File: src/verilog/lem_params.svh
// constants of the line event monitor: offsets, field positions, resets, counts
// assumes inclusion by bare name from the design files
`ifndef LEM_PARAMS_SVH
`define LEM_PARAMS_SVH
`define LEM_ADDR_STATUS 5'h05
`define LEM_ADDR_MODE 5'h09
`define LEM_ADDR_EVENT_ENABLE_MASK 5'h0a
`define LEM_ADDR_DIPLVL 5'h0b
`define LEM_ADDR_DIPCYC 5'h0c
`define LEM_ADDR_TEMP 5'h0d
`define LEM_ADDR_CROSSING_TIMEOUT_RELOAD 5'h0e
`define LEM_MODE_DIPDIS 4
`define LEM_MODE_TEMPGO 5
`define LEM_FLAG_DIP 3
`define LEM_FLAG_TEMP 5
`define LEM_RST_CROSSING_TIMEOUT_RELOAD 16'hffff
`define LEM_RST_MODE 8'h00
`define LEM_RST_EVENT_ENABLE_MASK 8'h00
`define LEM_RST_DIPLVL 8'h00
`define LEM_RST_DIPCYC 8'h00
`define LEM_TOUT_PRESCALE 64
`define LEM_TEMP_CYCLES 24
`define LEM_LPF_SHIFT 5
`endif

File: src/verilog/lem_pkg.sv
// types shared by the line event monitor
// assumes nothing beyond a SystemVerilog compiler
package lem_pkg;
  typedef struct packed {
    logic write;
    logic [1:0] spare;
    logic [4:0] addr;
  } lem_cmd_type;
  typedef struct packed {
    logic valid;
    logic [19:0] data;
  } lem_sample_type;
  typedef struct packed {
    logic sclk;
    logic cs_n;
    logic din;
  } lem_serial_type;
  typedef enum logic [1:0] {LEM_IDLE, LEM_CMD, LEM_DATA} lem_phase_type;
endpackage

File: src/verilog/lem_monitor.sv
// line event monitor: zero crossing, crossing timeout, dip detection,
// clear-on-read event flags, crossing-triggered temperature capture
// assumes channel-2 samples and the temperature code arrive on clk
//////////////////////////////////////////////////////////////////////////////
`timescale 1ns/1ns
`default_nettype none
`include "lem_params.svh"
module lem_monitor #(
  parameter int LPF_SHIFT = `LEM_LPF_SHIFT
) (
  // clock and reset
  input wire logic clk,
  input wire logic rst,
  // serial port pins
  input wire lem_pkg::lem_serial_type serial_in,
  output logic dout,
  output logic dout_oe_n,
  // channel 2 and temperature sensor path
  input wire lem_pkg::lem_sample_type ch2_sample,
  input wire logic [7:0] temp_code,
  output logic temp_route,
  // event outputs
  output logic zero_cross_out,
  output logic voltage_dip_out_n,
  output logic irq_n
);
  import lem_pkg::*;
  //////////////////////////////////////////////////////////////////////////////
  logic [2:0] sync1, sync2, sync3, pin_f, pin_d;
  genvar gi;
  generate
    for (gi = 0; gi < 3; gi++) begin : g_sync
      always_ff @(posedge clk) begin
        sync1[gi] <= serial_in[gi];
        sync2[gi] <= sync1[gi];
        sync3[gi] <= sync2[gi];
        if (rst) begin
          // idle levels: serial clock and select high, so no false edge follows reset
          pin_f[gi] <= (gi != 0);
          pin_d[gi] <= (gi != 0);
        end else begin
          if (sync2[gi] == sync3[gi]) begin
            pin_f[gi] <= sync3[gi];
          end
          pin_d[gi] <= pin_f[gi];
        end
      end
    end
  endgenerate
  wire logic sclk_fall = pin_d[2] & ~pin_f[2];
  wire logic sclk_rise = ~pin_d[2] & pin_f[2];
  wire logic cs_act = ~pin_f[1];
  wire logic din_f = pin_f[0];
  //////////////////////////////////////////////////////////////////////////////
  // registers
  logic [7:0] status, mode, event_enable_mask, dip_lvl, dip_cyc, thermal_result;
  logic [15:0] tout_reload, tout_cnt;
  logic wr_stb, rd_clr, irq_hold;
  logic [4:0] wr_addr;
  logic [15:0] wr_data;
  logic [7:0] events;
  logic temp_done;
  //////////////////////////////////////////////////////////////////////////////
  // channel 2 low-pass and crossing detect
  logic signed [19:0] lpf;
  logic zc_det, zc_pos;
  always_ff @(posedge clk) begin
    if (rst) begin
      lpf <= '0;
    end else if (ch2_sample.valid) begin
      lpf <= lpf + (($signed(ch2_sample.data) - lpf) >>> LPF_SHIFT);
    end
  end
  logic prev_sign;
  always_ff @(posedge clk) begin
    if (rst) begin
      prev_sign <= 1'b0;
      zc_det <= 1'b0;
      zc_pos <= 1'b0;
      zero_cross_out <= 1'b0;
    end else begin
      prev_sign <= lpf[19];
      zc_det <= prev_sign != lpf[19];
      zc_pos <= prev_sign & ~lpf[19];
      if (prev_sign != lpf[19]) begin
        zero_cross_out <= ~lpf[19];
      end
    end
  end
  //////////////////////////////////////////////////////////////////////////////
  // crossing timeout
  logic [5:0] presc;
  logic tout_event, tout_exp;
  always_ff @(posedge clk) begin
    if (rst) begin
      presc <= '0;
      tout_cnt <= `LEM_RST_CROSSING_TIMEOUT_RELOAD;
      tout_event <= 1'b0;
      tout_exp <= 1'b0;
    end else begin
      presc <= presc + 6'h01;
      tout_event <= 1'b0;
      if (zc_det) begin
        tout_cnt <= tout_reload;
        tout_exp <= 1'b0;
      end else if (presc == 6'(`LEM_TOUT_PRESCALE - 1) && tout_cnt != 16'h0000) begin
        tout_cnt <= tout_cnt - 16'h0001;
        if (tout_cnt == 16'h0001) begin
          tout_event <= 1'b1;
          tout_exp <= 1'b1;
        end
      end
    end
  end
  //////////////////////////////////////////////////////////////////////////////
  // level dip detection
  logic [19:0] abs_lpf;
  logic [7:0] lvl_byte, dip_cnt;
  logic above, level_dip, dip_event;
  logic hc_above;
  assign abs_lpf = lpf[19] ? 20'(-lpf) : lpf;
  assign lvl_byte = abs_lpf[18:11];
  assign above = lvl_byte > dip_lvl;
  always_ff @(posedge clk) begin
    if (rst) begin
      dip_cnt <= '0;
      level_dip <= 1'b0;
      dip_event <= 1'b0;
      hc_above <= 1'b0;
    end else begin
      dip_event <= 1'b0;
      if (above) begin
        dip_cnt <= '0;
        hc_above <= 1'b1;
        level_dip <= 1'b0;
      end else if (zc_det) begin
        // a half cycle that was above at any point does not count
        hc_above <= 1'b0;
        if (!hc_above && dip_cnt != 8'hff) begin
          dip_cnt <= dip_cnt + 8'h01;
          if (dip_cnt + 8'h01 == dip_cyc && !level_dip) begin
            level_dip <= 1'b1;
            dip_event <= 1'b1;
          end
        end
      end
    end
  end
  always_ff @(posedge clk) begin
    if (rst) begin
      voltage_dip_out_n <= 1'b0;
    end else begin
      voltage_dip_out_n <= !((level_dip | tout_exp) & !mode[`LEM_MODE_DIPDIS]);
    end
  end
  //////////////////////////////////////////////////////////////////////////////
  // temperature conversion
  logic temp_busy;
  logic [4:0] temp_cnt;
  always_ff @(posedge clk) begin
    if (rst) begin
      temp_busy <= 1'b0;
      temp_cnt <= '0;
      temp_done <= 1'b0;
      temp_route <= 1'b0;
      thermal_result <= '0;
    end else begin
      temp_done <= 1'b0;
      if (!temp_busy && zc_det && mode[`LEM_MODE_TEMPGO]) begin
        temp_busy <= 1'b1;
        temp_route <= 1'b1;
        temp_cnt <= 5'(`LEM_TEMP_CYCLES - 1);
      end else if (temp_busy) begin
        temp_cnt <= temp_cnt - 5'h01;
        if (temp_cnt == 5'h00) begin
          temp_busy <= 1'b0;
          temp_route <= 1'b0;
          temp_done <= 1'b1;
          thermal_result <= temp_code;
        end
      end
    end
  end
  //////////////////////////////////////////////////////////////////////////////
  // host-written registers
  always_ff @(posedge clk) begin
    if (rst) begin
      mode <= `LEM_RST_MODE;
      event_enable_mask <= `LEM_RST_EVENT_ENABLE_MASK;
      dip_lvl <= `LEM_RST_DIPLVL;
      dip_cyc <= `LEM_RST_DIPCYC;
      tout_reload <= `LEM_RST_CROSSING_TIMEOUT_RELOAD;
    end else begin
      if (temp_done) begin
        mode[`LEM_MODE_TEMPGO] <= 1'b0;
      end
      if (wr_stb) begin
        case (wr_addr)
          `LEM_ADDR_MODE: mode <= wr_data[7:0];
          `LEM_ADDR_EVENT_ENABLE_MASK: event_enable_mask <= wr_data[7:0];
          `LEM_ADDR_DIPLVL: dip_lvl <= wr_data[7:0];
          `LEM_ADDR_DIPCYC: dip_cyc <= wr_data[7:0];
          `LEM_ADDR_CROSSING_TIMEOUT_RELOAD: tout_reload <= wr_data;
          default: ;
        endcase
      end
    end
  end
  //////////////////////////////////////////////////////////////////////////////
  // event flags and request line
  always_comb begin
    events = 8'h00;
    events[`LEM_FLAG_DIP] = tout_event | dip_event;
    events[`LEM_FLAG_TEMP] = temp_done;
  end
  generate
    for (gi = 0; gi < 8; gi++) begin : g_flag
      always_ff @(posedge clk) begin
        if (rst) begin
          status[gi] <= 1'b0;
        end else if (events[gi]) begin
          status[gi] <= 1'b1;
        end else if (rd_clr) begin
          status[gi] <= 1'b0;
        end
      end
    end
  endgenerate
  always_ff @(posedge clk) begin
    if (rst) begin
      irq_n <= 1'b1;
    end else begin
      irq_n <= !((|(status & event_enable_mask)) && !irq_hold);
    end
  end
  //////////////////////////////////////////////////////////////////////////////
  // serial port
  function automatic logic [15:0] read_value(input logic [4:0] a);
    case (a)
      `LEM_ADDR_STATUS: read_value = {status, 8'h00};
      `LEM_ADDR_MODE: read_value = {mode, 8'h00};
      `LEM_ADDR_EVENT_ENABLE_MASK: read_value = {event_enable_mask, 8'h00};
      `LEM_ADDR_DIPLVL: read_value = {dip_lvl, 8'h00};
      `LEM_ADDR_DIPCYC: read_value = {dip_cyc, 8'h00};
      `LEM_ADDR_TEMP: read_value = {thermal_result, 8'h00};
      `LEM_ADDR_CROSSING_TIMEOUT_RELOAD: read_value = tout_reload;
      default: read_value = 16'h0000;
    endcase
  endfunction
  lem_phase_type phase;
  lem_cmd_type cmd, next_cmd;
  logic [4:0] bitcnt, last_bit;
  logic [15:0] rx, tx;
  assign next_cmd = {cmd[6:0], din_f};
  assign last_bit = (cmd.addr == `LEM_ADDR_CROSSING_TIMEOUT_RELOAD) ? 5'h17 : 5'h0f;
  always_ff @(posedge clk) begin
    if (rst) begin
      phase <= LEM_IDLE;
      cmd <= '0;
      bitcnt <= '0;
      rx <= '0;
      tx <= '0;
      wr_stb <= 1'b0;
      wr_addr <= '0;
      wr_data <= '0;
      rd_clr <= 1'b0;
      irq_hold <= 1'b0;
      dout <= 1'b0;
      dout_oe_n <= 1'b1;
    end else begin
      wr_stb <= 1'b0;
      rd_clr <= 1'b0;
      if (!cs_act) begin
        phase <= LEM_IDLE;
        bitcnt <= '0;
        irq_hold <= 1'b0;
        dout_oe_n <= 1'b1;
      end else if (sclk_fall) begin
        bitcnt <= bitcnt + 5'h01;
        if (phase != LEM_DATA) begin
          phase <= LEM_CMD;
          cmd <= next_cmd;
          if (bitcnt == 5'h07) begin
            phase <= LEM_DATA;
            tx <= read_value(next_cmd.addr);
            if (!next_cmd.write && next_cmd.addr == `LEM_ADDR_STATUS) begin
              rd_clr <= 1'b1;
              irq_hold <= 1'b1;
            end
          end
        end else begin
          rx <= {rx[14:0], din_f};
          if (bitcnt == last_bit) begin
            phase <= LEM_IDLE;
            irq_hold <= 1'b0;
            if (cmd.write) begin
              wr_stb <= 1'b1;
              wr_addr <= cmd.addr;
              wr_data <= {rx[14:0], din_f};
            end
          end
        end
      end else if (sclk_rise && phase == LEM_DATA && !cmd.write) begin
        dout <= tx[15];
        tx <= {tx[14:0], 1'b0};
        dout_oe_n <= 1'b0;
      end
    end
  end
endmodule // lem_monitor
`default_nettype wire

File: config.mk
export PLATFORM = sky130hd
export DESIGN_NAME = lem_monitor
export DESIGN_NICKNAME = d
export VERILOG_FILES = /design/src/verilog/lem_pkg.sv /design/src/verilog/lem_monitor.sv
export VERILOG_INCLUDE_DIRS = /design/src /design/src/verilog
export SDC_FILE = /design/constraint.sdc
export NUM_CORES = 1
export LEC_CHECK = 0
export BUFFER_PORTS_ARGS = -buffer_cell sky130_fd_sc_hd__buf_4
export CORE_MARGIN = 2
export CORE_UTILIZATION = 55
export CTS_CLUSTER_DIAMETER = 80
export DETAILED_ROUTE_END_ITERATION = 6
export HOLD_SLACK_MARGIN = 0.1
export PLACE_DENSITY_LB_ADDON = 0.1
export RECOVER_POWER = 25
export SYNTH_ARGS = -nofsm -noshare
export SYNTH_HDL_FRONTEND = slang
export SYNTH_SLANG_ARGS = --single-unit
File: constraint.sdc
create_clock -name clk -period 7.6 [get_ports clk]
set_input_delay 1.9 -clock clk [delete_from_list [all_inputs] [get_ports clk]]
set_output_delay 1.9 -clock clk [all_outputs]
set_load 0.01 [all_outputs]
======== After elaboration in Yosys (flattened, before gate mapping) ========
Cells that the tools add are included.
word-level totals
  flip-flop bits (word level) ............. 211
  output and inout port bits .............. 6
  input port bits ......................... 34
cells by class
  reductions and logical operators ........ 56
  bitwise operators ....................... 19
  multiplexer cells ....................... 37
  equal/unequal tests ..................... 29
  order comparisons ....................... 1
  add/sub/neg operators ................... 8
operator list
  cell                                                                   number
  16-bit one-hot mux with 7 select lines                                 1
  16-bit two-way mux                                                     6
  5-bit by 4-bit == test with 1-bit output (second input constant)       12
  1-bit two-way mux                                                      21
  20-bit by 15-bit adder with 20-bit output                              1
  2-bit AND reduction                                                    10
  20-bit subtractor                                                      1
  19-bit two-way mux                                                     1
  19-bit negation                                                        1
  16-bit by 1-bit == test with 1-bit output (second input constant)      1
  16-bit nonzero test                                                    1
  2-bit nonzero test                                                     8
  16-bit by 1-bit subtractor with 16-bit output (second input constant)  1
  5-bit two-way mux                                                      3
  3-bit AND reduction                                                    5
  1-bit inverter                                                         13
  6-bit two-way mux                                                      2
  5-bit by 3-bit == test with 1-bit output (second input constant)       2
  5-bit OR reduction                                                     2
  1-bit logical AND                                                      9
  1-bit logical NOT                                                      9
  8-bit by 1-bit adder with 8-bit output (second input constant)         1
  6-bit by 8-bit bitwise AND with 8-bit output                           1
  8-bit == test                                                          1
  other kinds (22)                                                       37

======== Depth between registers and ports, before layout ========
Gate-level depths: netlist of run 1.
  depth after elaboration ................. 6
  mapped depth ............................ 18

======== Worst setup path after synthesis of run 1 ========
OpenSTA, ideal clock, no wires.
  path kind ............................... input to register
  from .................................... in ch2_sample[4] (netlist name)
  to ...................................... reg lpf[13]
  slack ................................... 2.502 ns
  stages .................................. 14
  arrival ................................. 4.980 ns
  path through ............................ ha_1 > a21oi_1 > o21ai_0 > a21o_1 > a31oi_1 > o21ai_0 > xor2_1 > ha_1 > and3_1 > a221oi_1 > a21oi_1 > o31a_1 > or3_1 > a32o_1
between the ends
  cells in the longest elaborated chain, start to end .. 2
ends and longest elaborated chain
  what                                       RTL line           source
  from (decl)                                lem_monitor.sv:19  input wire lem_pkg::lem_sample_type ch2_sample,
  20-bit subtractor                          lem_monitor.sv:71  lpf <= lpf + (($signed(ch2_sample.data) - lpf) >>> LPF_SHIFT);
  20-bit by 15-bit adder with 20-bit output  lem_monitor.sv:71
  to (signal assigned)                       lem_monitor.sv:71
  to (decl)                                  lem_monitor.sv:65  logic signed [19:0] lpf;
Every way passes these cells.
A chain may end at the register's enable or synchronous reset.

==> flow_summary.toml, run 1 <==
[worst_hold_path]
hp-class = "reg2reg"

[logic_synthesis]
synth_nets = 1324
synthFlopType = "dfxtp_1"
ys_seq_area_share_pct = 39.6
netlist_instances = 1236
async_reset_ff_share_pct = 0
yosysWarningCount = 0
synth_edf_count = 0
ys_ff_latch = 211
yosysUniqueCellTypes = 67
avgSynthCellArea_um2 = 8.62
syn_area_mm2 = 0.0107

[clock_tree]
cts-buffers-inserted = 23
cts_tree = "built"
cts_resized = 0
cts_max_level = 1
cts.path.max_buffers = 3
post_cts_buffers = 0
hold_buffers = 0
clock-sinks = 211
clk_pin_slew_ns = 0.06
clock_latency_ns = 0.52
cts-root-buf = "clkbuf_16"

[sta]
setup_violations = 0
worst_pin_slew_ns = 3.49
fmax_mhz = 190
rsz0062_at_grt = "no"
final.setup.tns_ns = 0
fin_skew_ns = 0.0210
slew_headroom_pct = -133
hold_violations = 0
drv_slew = 85
timing.final.crit_period_ns = 5.25
final.period_utilization_pct = 69.1

[cells_and_area]
drive_gt1_share_pct = 8.60
final_area_mm2 = 0.0119
final_cell_mix = "211 x dfxtp_1, 154 x nor2_1, 100 x nand2_1"
areaGrowthSynthToFinish_pct = 12.0
fin_nets = 1339
n_antenna_cell = 0
layout_commonest_cell = "dfxtp_1"
nFillCells = 1611

[pwr]
comb_power_share_pct = 33.0
seq_power_share_pct = 34.3
clockPowerShare_pct = 32.7
p_switching_mw = 1.18
p_int_mw = 2.40
p_sw_share_pct = 33.0
power_mw = 3.58
p_leak_nw = 4.55
power_density_mw_per_mm2 = 300
peakVddDrop_uv = 170

[setup_path]
cp_max_fo = 84
start_kind = "input pin"
critPathArrivalTime_ns = 5.64
endpoint_kind = "flop"
worstPathRequired_ns = 7.99
r2r_setup_slack_ns = 3.40
critical_path_class = "in2reg"

[floorplanning]
fp.dieW_um = 143
rows = 50
initial_core_util_pct = 56.6
dieArea_mm2 = 0.0205
core_mm2 = 0.0188
ios = 40
die_y_um = 143

[route]
dr.first_iter.drc_count = 565
firstDrtPassIters = 5
vias_per_cell = 5.66
wl_um = 24100
wire_per_inst_um = 15.8
vias = 8648
ant_nets = 0
drc_errors = 0

[outcome]
violations = "capacitance limit, slew limit"
status = "finished with violations"

[global_route]
antenna_found_initial = 0
grt_max_degree = 85
globalRouteTotalUtil_pct = 23.8
grt_pass1_vias = 7869
overflow = 0
grt_pass1_wl_um = 39700

[placement]
port-buffer-count = 39
place_hpwl_um = 17100
placed_area_mm2 = 0.0111
place_congestion = 0.893

[flow_run]
max_cap_viol_count = 1
-- critical path, stage by stage --
cell,delay (ns)
clkbuf_1,2.41
buf_4,0.76
nand2b_1,0.23
nor3_1,0.07
a31oi_1,0.17
nand3b_1,0.08
-- cells in the mapped netlist, drive strengths merged (22+ instances only) --
library cell	instances	area [um^2]
dfxtp	211	4220
nor2	154	578
nand2	100	375
a21oi	88	440
mux2i	77	771
ha	53	663
clkbuf	50	188
inv	42	158
xnor2	42	368
nor2b	36	225
nand3	35	175
a22oi	32	240
nand2b	32	200
o21ai	31	155
nor3	28	145
xor2	25	219
a211o	22	193
-- flip-flops by register name, summed over array words and instances (netlist names), 3 cells and up --
| register | flops |
|---|---|
| event_enable_mask | 8 |
| bitcnt | 5 |
| sync2 | 3 |
| rx | 15 |
| presc | 6 |
| sync3 | 3 |
| tout_reload | 16 |
| mode | 8 |
| tx | 16 |
| tout_cnt | 16 |
| lpf | 20 |
| wr_addr | 5 |
| cmd | 8 |
| dip_lvl | 8 |
| thermal_result | 8 |
| sync1 | 3 |
| temp_cnt | 5 |
| dip_cnt | 8 |
| dip_cyc | 8 |
| wr_data | 16 |
-- power by group through the flow --
stage / Clock, mW / Sequential (mW) / Combinational [mW]
after floorplan: 0 / 1.22 / 0.941
after global placement: 0 / 1.25 / 1.15
after detailed placement: 0 / 1.25 / 1.16
after CTS: 1.19 / 1.23 / 1.17
after global routing: 1.24 / 1.24 / 1.32
final: 1.17 / 1.23 / 1.18
-- logic make-up after synthesis --
family	share of synthesized area, %
AO/OA/AOI/OAI	16.0
XOR/XNOR	5.51
adder cells (fa/ha/maj)	6.41
buffers and inverters	3.67
flip-flops	39.6
multiplexers	7.34
AND/OR/NAND/NOR	21.4
-- per-stage QoR --
step	setup WS (ns)	util [%]	hold slack, ns	cells
detailed placement	1.98	59.1	0.313	1486
global route	1.85	63.4	0.345	1528
floorplan	2.50	-	0.310	1236
finish	2.35	63.4	0.326	1528
CTS	2.50	63.4	0.328	1528
global placement	2.04	59.1	0.311	1486
-- cell type report --
class | count | area, um^2 | share of cell area [%]
inverters | 43 | 161 | 1.35
flip-flops and latches | 211 | 4220 | 35.4
clock inverters | 12 | 151 | 1.27
well taps | 260 | 325 | 2.73
repair buffers | 49 | 364 | 3.05
multi-input cells | 923 | 6050 | 50.7
clock buffers | 30 | 662 | 5.54
-- metal layers --
layer | up-vias | wire length [um] | track usage, %
li1 | 4394 | - | -
met1 | 4057 | 11900 | 34.6
met2 | 162 | 10800 | 37.4
met3 | 35 | 998 | 2.85
met4 | 0 | 434 | 6.04
met5 | - | 0 | 0
-- final timing paths --
kind,startpoint,end,cells after the start
hold reg to reg,sync1[2],sync2[2],0
hold / removal,sync1[2],sync2[2],0
setup / recovery,rst,lpf[19],6
setup reg to reg,lpf[4],lpf[13],14
Power figures use the tool's default switching activity.
==> run 2: changes to the inputs <==
Clock period 7.6 ns to 5.3 ns, I/O delays scaled along.
==> run 2 against run 1 <==
The flow now finishes without violations; die area unchanged; flip-flop and latch count unchanged; sequential share of layout area increased by 0.082 points; worst hold slack about the same; wire length decreased by 0.13%; clock power increased by 37%; critical path depth increased by 10; global-route usage about the same; worst setup slack got worse by 1.7 ns; highest routed layer unchanged.
==> flow_summary.toml, run 2 (synthesis results as in run 1) <==
[setup_path]
reg2reg_to = "lpf[19]"
r2r_cells = 16
r2r_setup_slack_ns = 1.10
endpoint_kind = "flop"
timing.rr.start = "lpf[4]"
critical_path_class = "in2reg"
critPathArrivalTime_ns = 5.11
start_kind = "input pin"
cp_max_fo = 8
worstPathRequired_ns = 5.75

[placement]
place_congestion = 0.945
dp.cells = 1486
place_ws_ns = 0.207
port-buffer-count = 39
place_hpwl_um = 16700

[clock_tree]
clock_latency_ns = 0.51
post_cts_buffers = 0
hold_buffers = 0
clk_pin_slew_ns = 0.06
clock-sinks = 211
cts.path.max_buffers = 3
cts_tree = "built"
cts-buffers-inserted = 23
cts-root-buf = "clkbuf_16"
cts_resized = 0
cts_max_level = 1

[cells_and_area]
layout_commonest_cell = "dfxtp_1"
largest_reg_flops = 20
fin_nets = 1339
finalNonFillerCells = 1528
areaGrowthSynthToFinish_pct = 11.8
drive_gt1_share_pct = 8.44
final_cell_mix = "211 x dfxtp_1, 154 x nor2_1, 100 x nand2_1"
top_register = "lpf"
n_antenna_cell = 0
nFillCells = 1668

[sta]
worst_pin_slew_ns = 1.16
hold_violations = 0
rsz0062_at_grt = "no"
timing.final.crit_period_ns = 4.66
final.period_utilization_pct = 88.0
final.setup.tns_ns = 0
fin_ws_ns = 0.636
worst_hold_slack_ns = 0.326
slew_headroom_pct = 22.1
fmax_mhz = 214
setup_violations = 0
drv_slew = 0
fin_skew_ns = 0.00950

[global_route]
grt_pass1_wl_um = 40000
overflow = 0
grt_max_degree = 106
antenna_found_initial = 0
grt_pass1_vias = 7817
globalRouteTotalUtil_pct = 23.8

[pwr]
power_density_mw_per_mm2 = 426
peakVddDrop_uv = 327
p_leak_nw = 4.53

[floorplanning]
die_y_um = 143
initial_core_util_pct = 56.6
fp.dieW_um = 143
core_mm2 = 0.0188
ios = 40
dieArea_mm2 = 0.0205
rows = 50

[worst_hold_path]
hp-class = "reg2reg"
hold_path_depth = 0
worstHoldEndpoint = "sync2[2]"
hold_path.startpoint = "sync1[2]"

[route]
wire_per_inst_um = 15.8
drc_errors = 0
vias = 8578
firstDrtPassIters = 5
wl_um = 24100
vias_per_cell = 5.61
dr.first_iter.drc_count = 527
ant_nets = 0

[flow_run]
max_cap_viol_count = 0

[outcome]
status = "completed"
==> run 2: final cells by class <==
cell class | instances | area [um^2] | share of cell area (%)
multi-input cells | 923 | 6050 | 50.8
flip-flops and latches | 211 | 4220 | 35.5
clock buffers | 34 | 687 | 5.77
repair buffers | 49 | 384 | 3.23
well taps | 260 | 325 | 2.73
inverters | 43 | 161 | 1.36
clock inverters | 8 | 78.8 | 0.662
==> run 2: where the power goes <==
part,internal [mW],switching [mW]
Clock,0.950,0.654
Combinational,0.756,0.951
Sequential,1.66,0.0992
Total,3.37,1.70
==> run 2: worst max path at each step <==
stage	start	to	slack [ns]	cells after the start
global placement	ch2_sample[4]	lpf[19]	0.35	15
CTS	ch2_sample[4]	lpf[19]	0.69	16
detailed placement	ch2_sample[4]	lpf[19]	0.21	16
finish	ch2_sample[4]	lpf[19]	0.64	16
floorplan	ch2_sample[4]	lpf[13]	0.78	14
global route	ch2_sample[4]	lpf[19]	0.25	16
==> run 2: critical path, cell delays in order <==
cell	delay (ns)
buf_4	0.11
ha_1	0.31
a21oi_1	0.22
o21ai_0	0.15
a21oi_1	0.34
o21ai_0	0.26
o31a_1	0.35
nor2_1	0.13
xnor2_1	0.17
ha_1	0.47
and4_1	0.25
nand2_1	0.06
a21oi_1	0.25
o211ai_1	0.20
a2111oi_0	0.36
nand3b_1	0.15
==> run 2: per-stage QoR <==
stage	cell area, um^2	total power [mW]	utilization [%]
detailed placement	11100	3.48	59.2
finish	11900	5.07	63.2
CTS	11900	5.09	63.2
global placement	11100	3.46	59.2
floorplan	10700	3.10	-
global route	11900	5.41	63.2
==> run 2: layer usage <==
metal	up-vias	share of wire [%]	GRT usage (%)
met1	3992	50	34.8
met2	158	45	37.6
li1	4393	-	-
met4	0	1.8	4.53
met5	-	0	0
met3	35	3.8	3.42
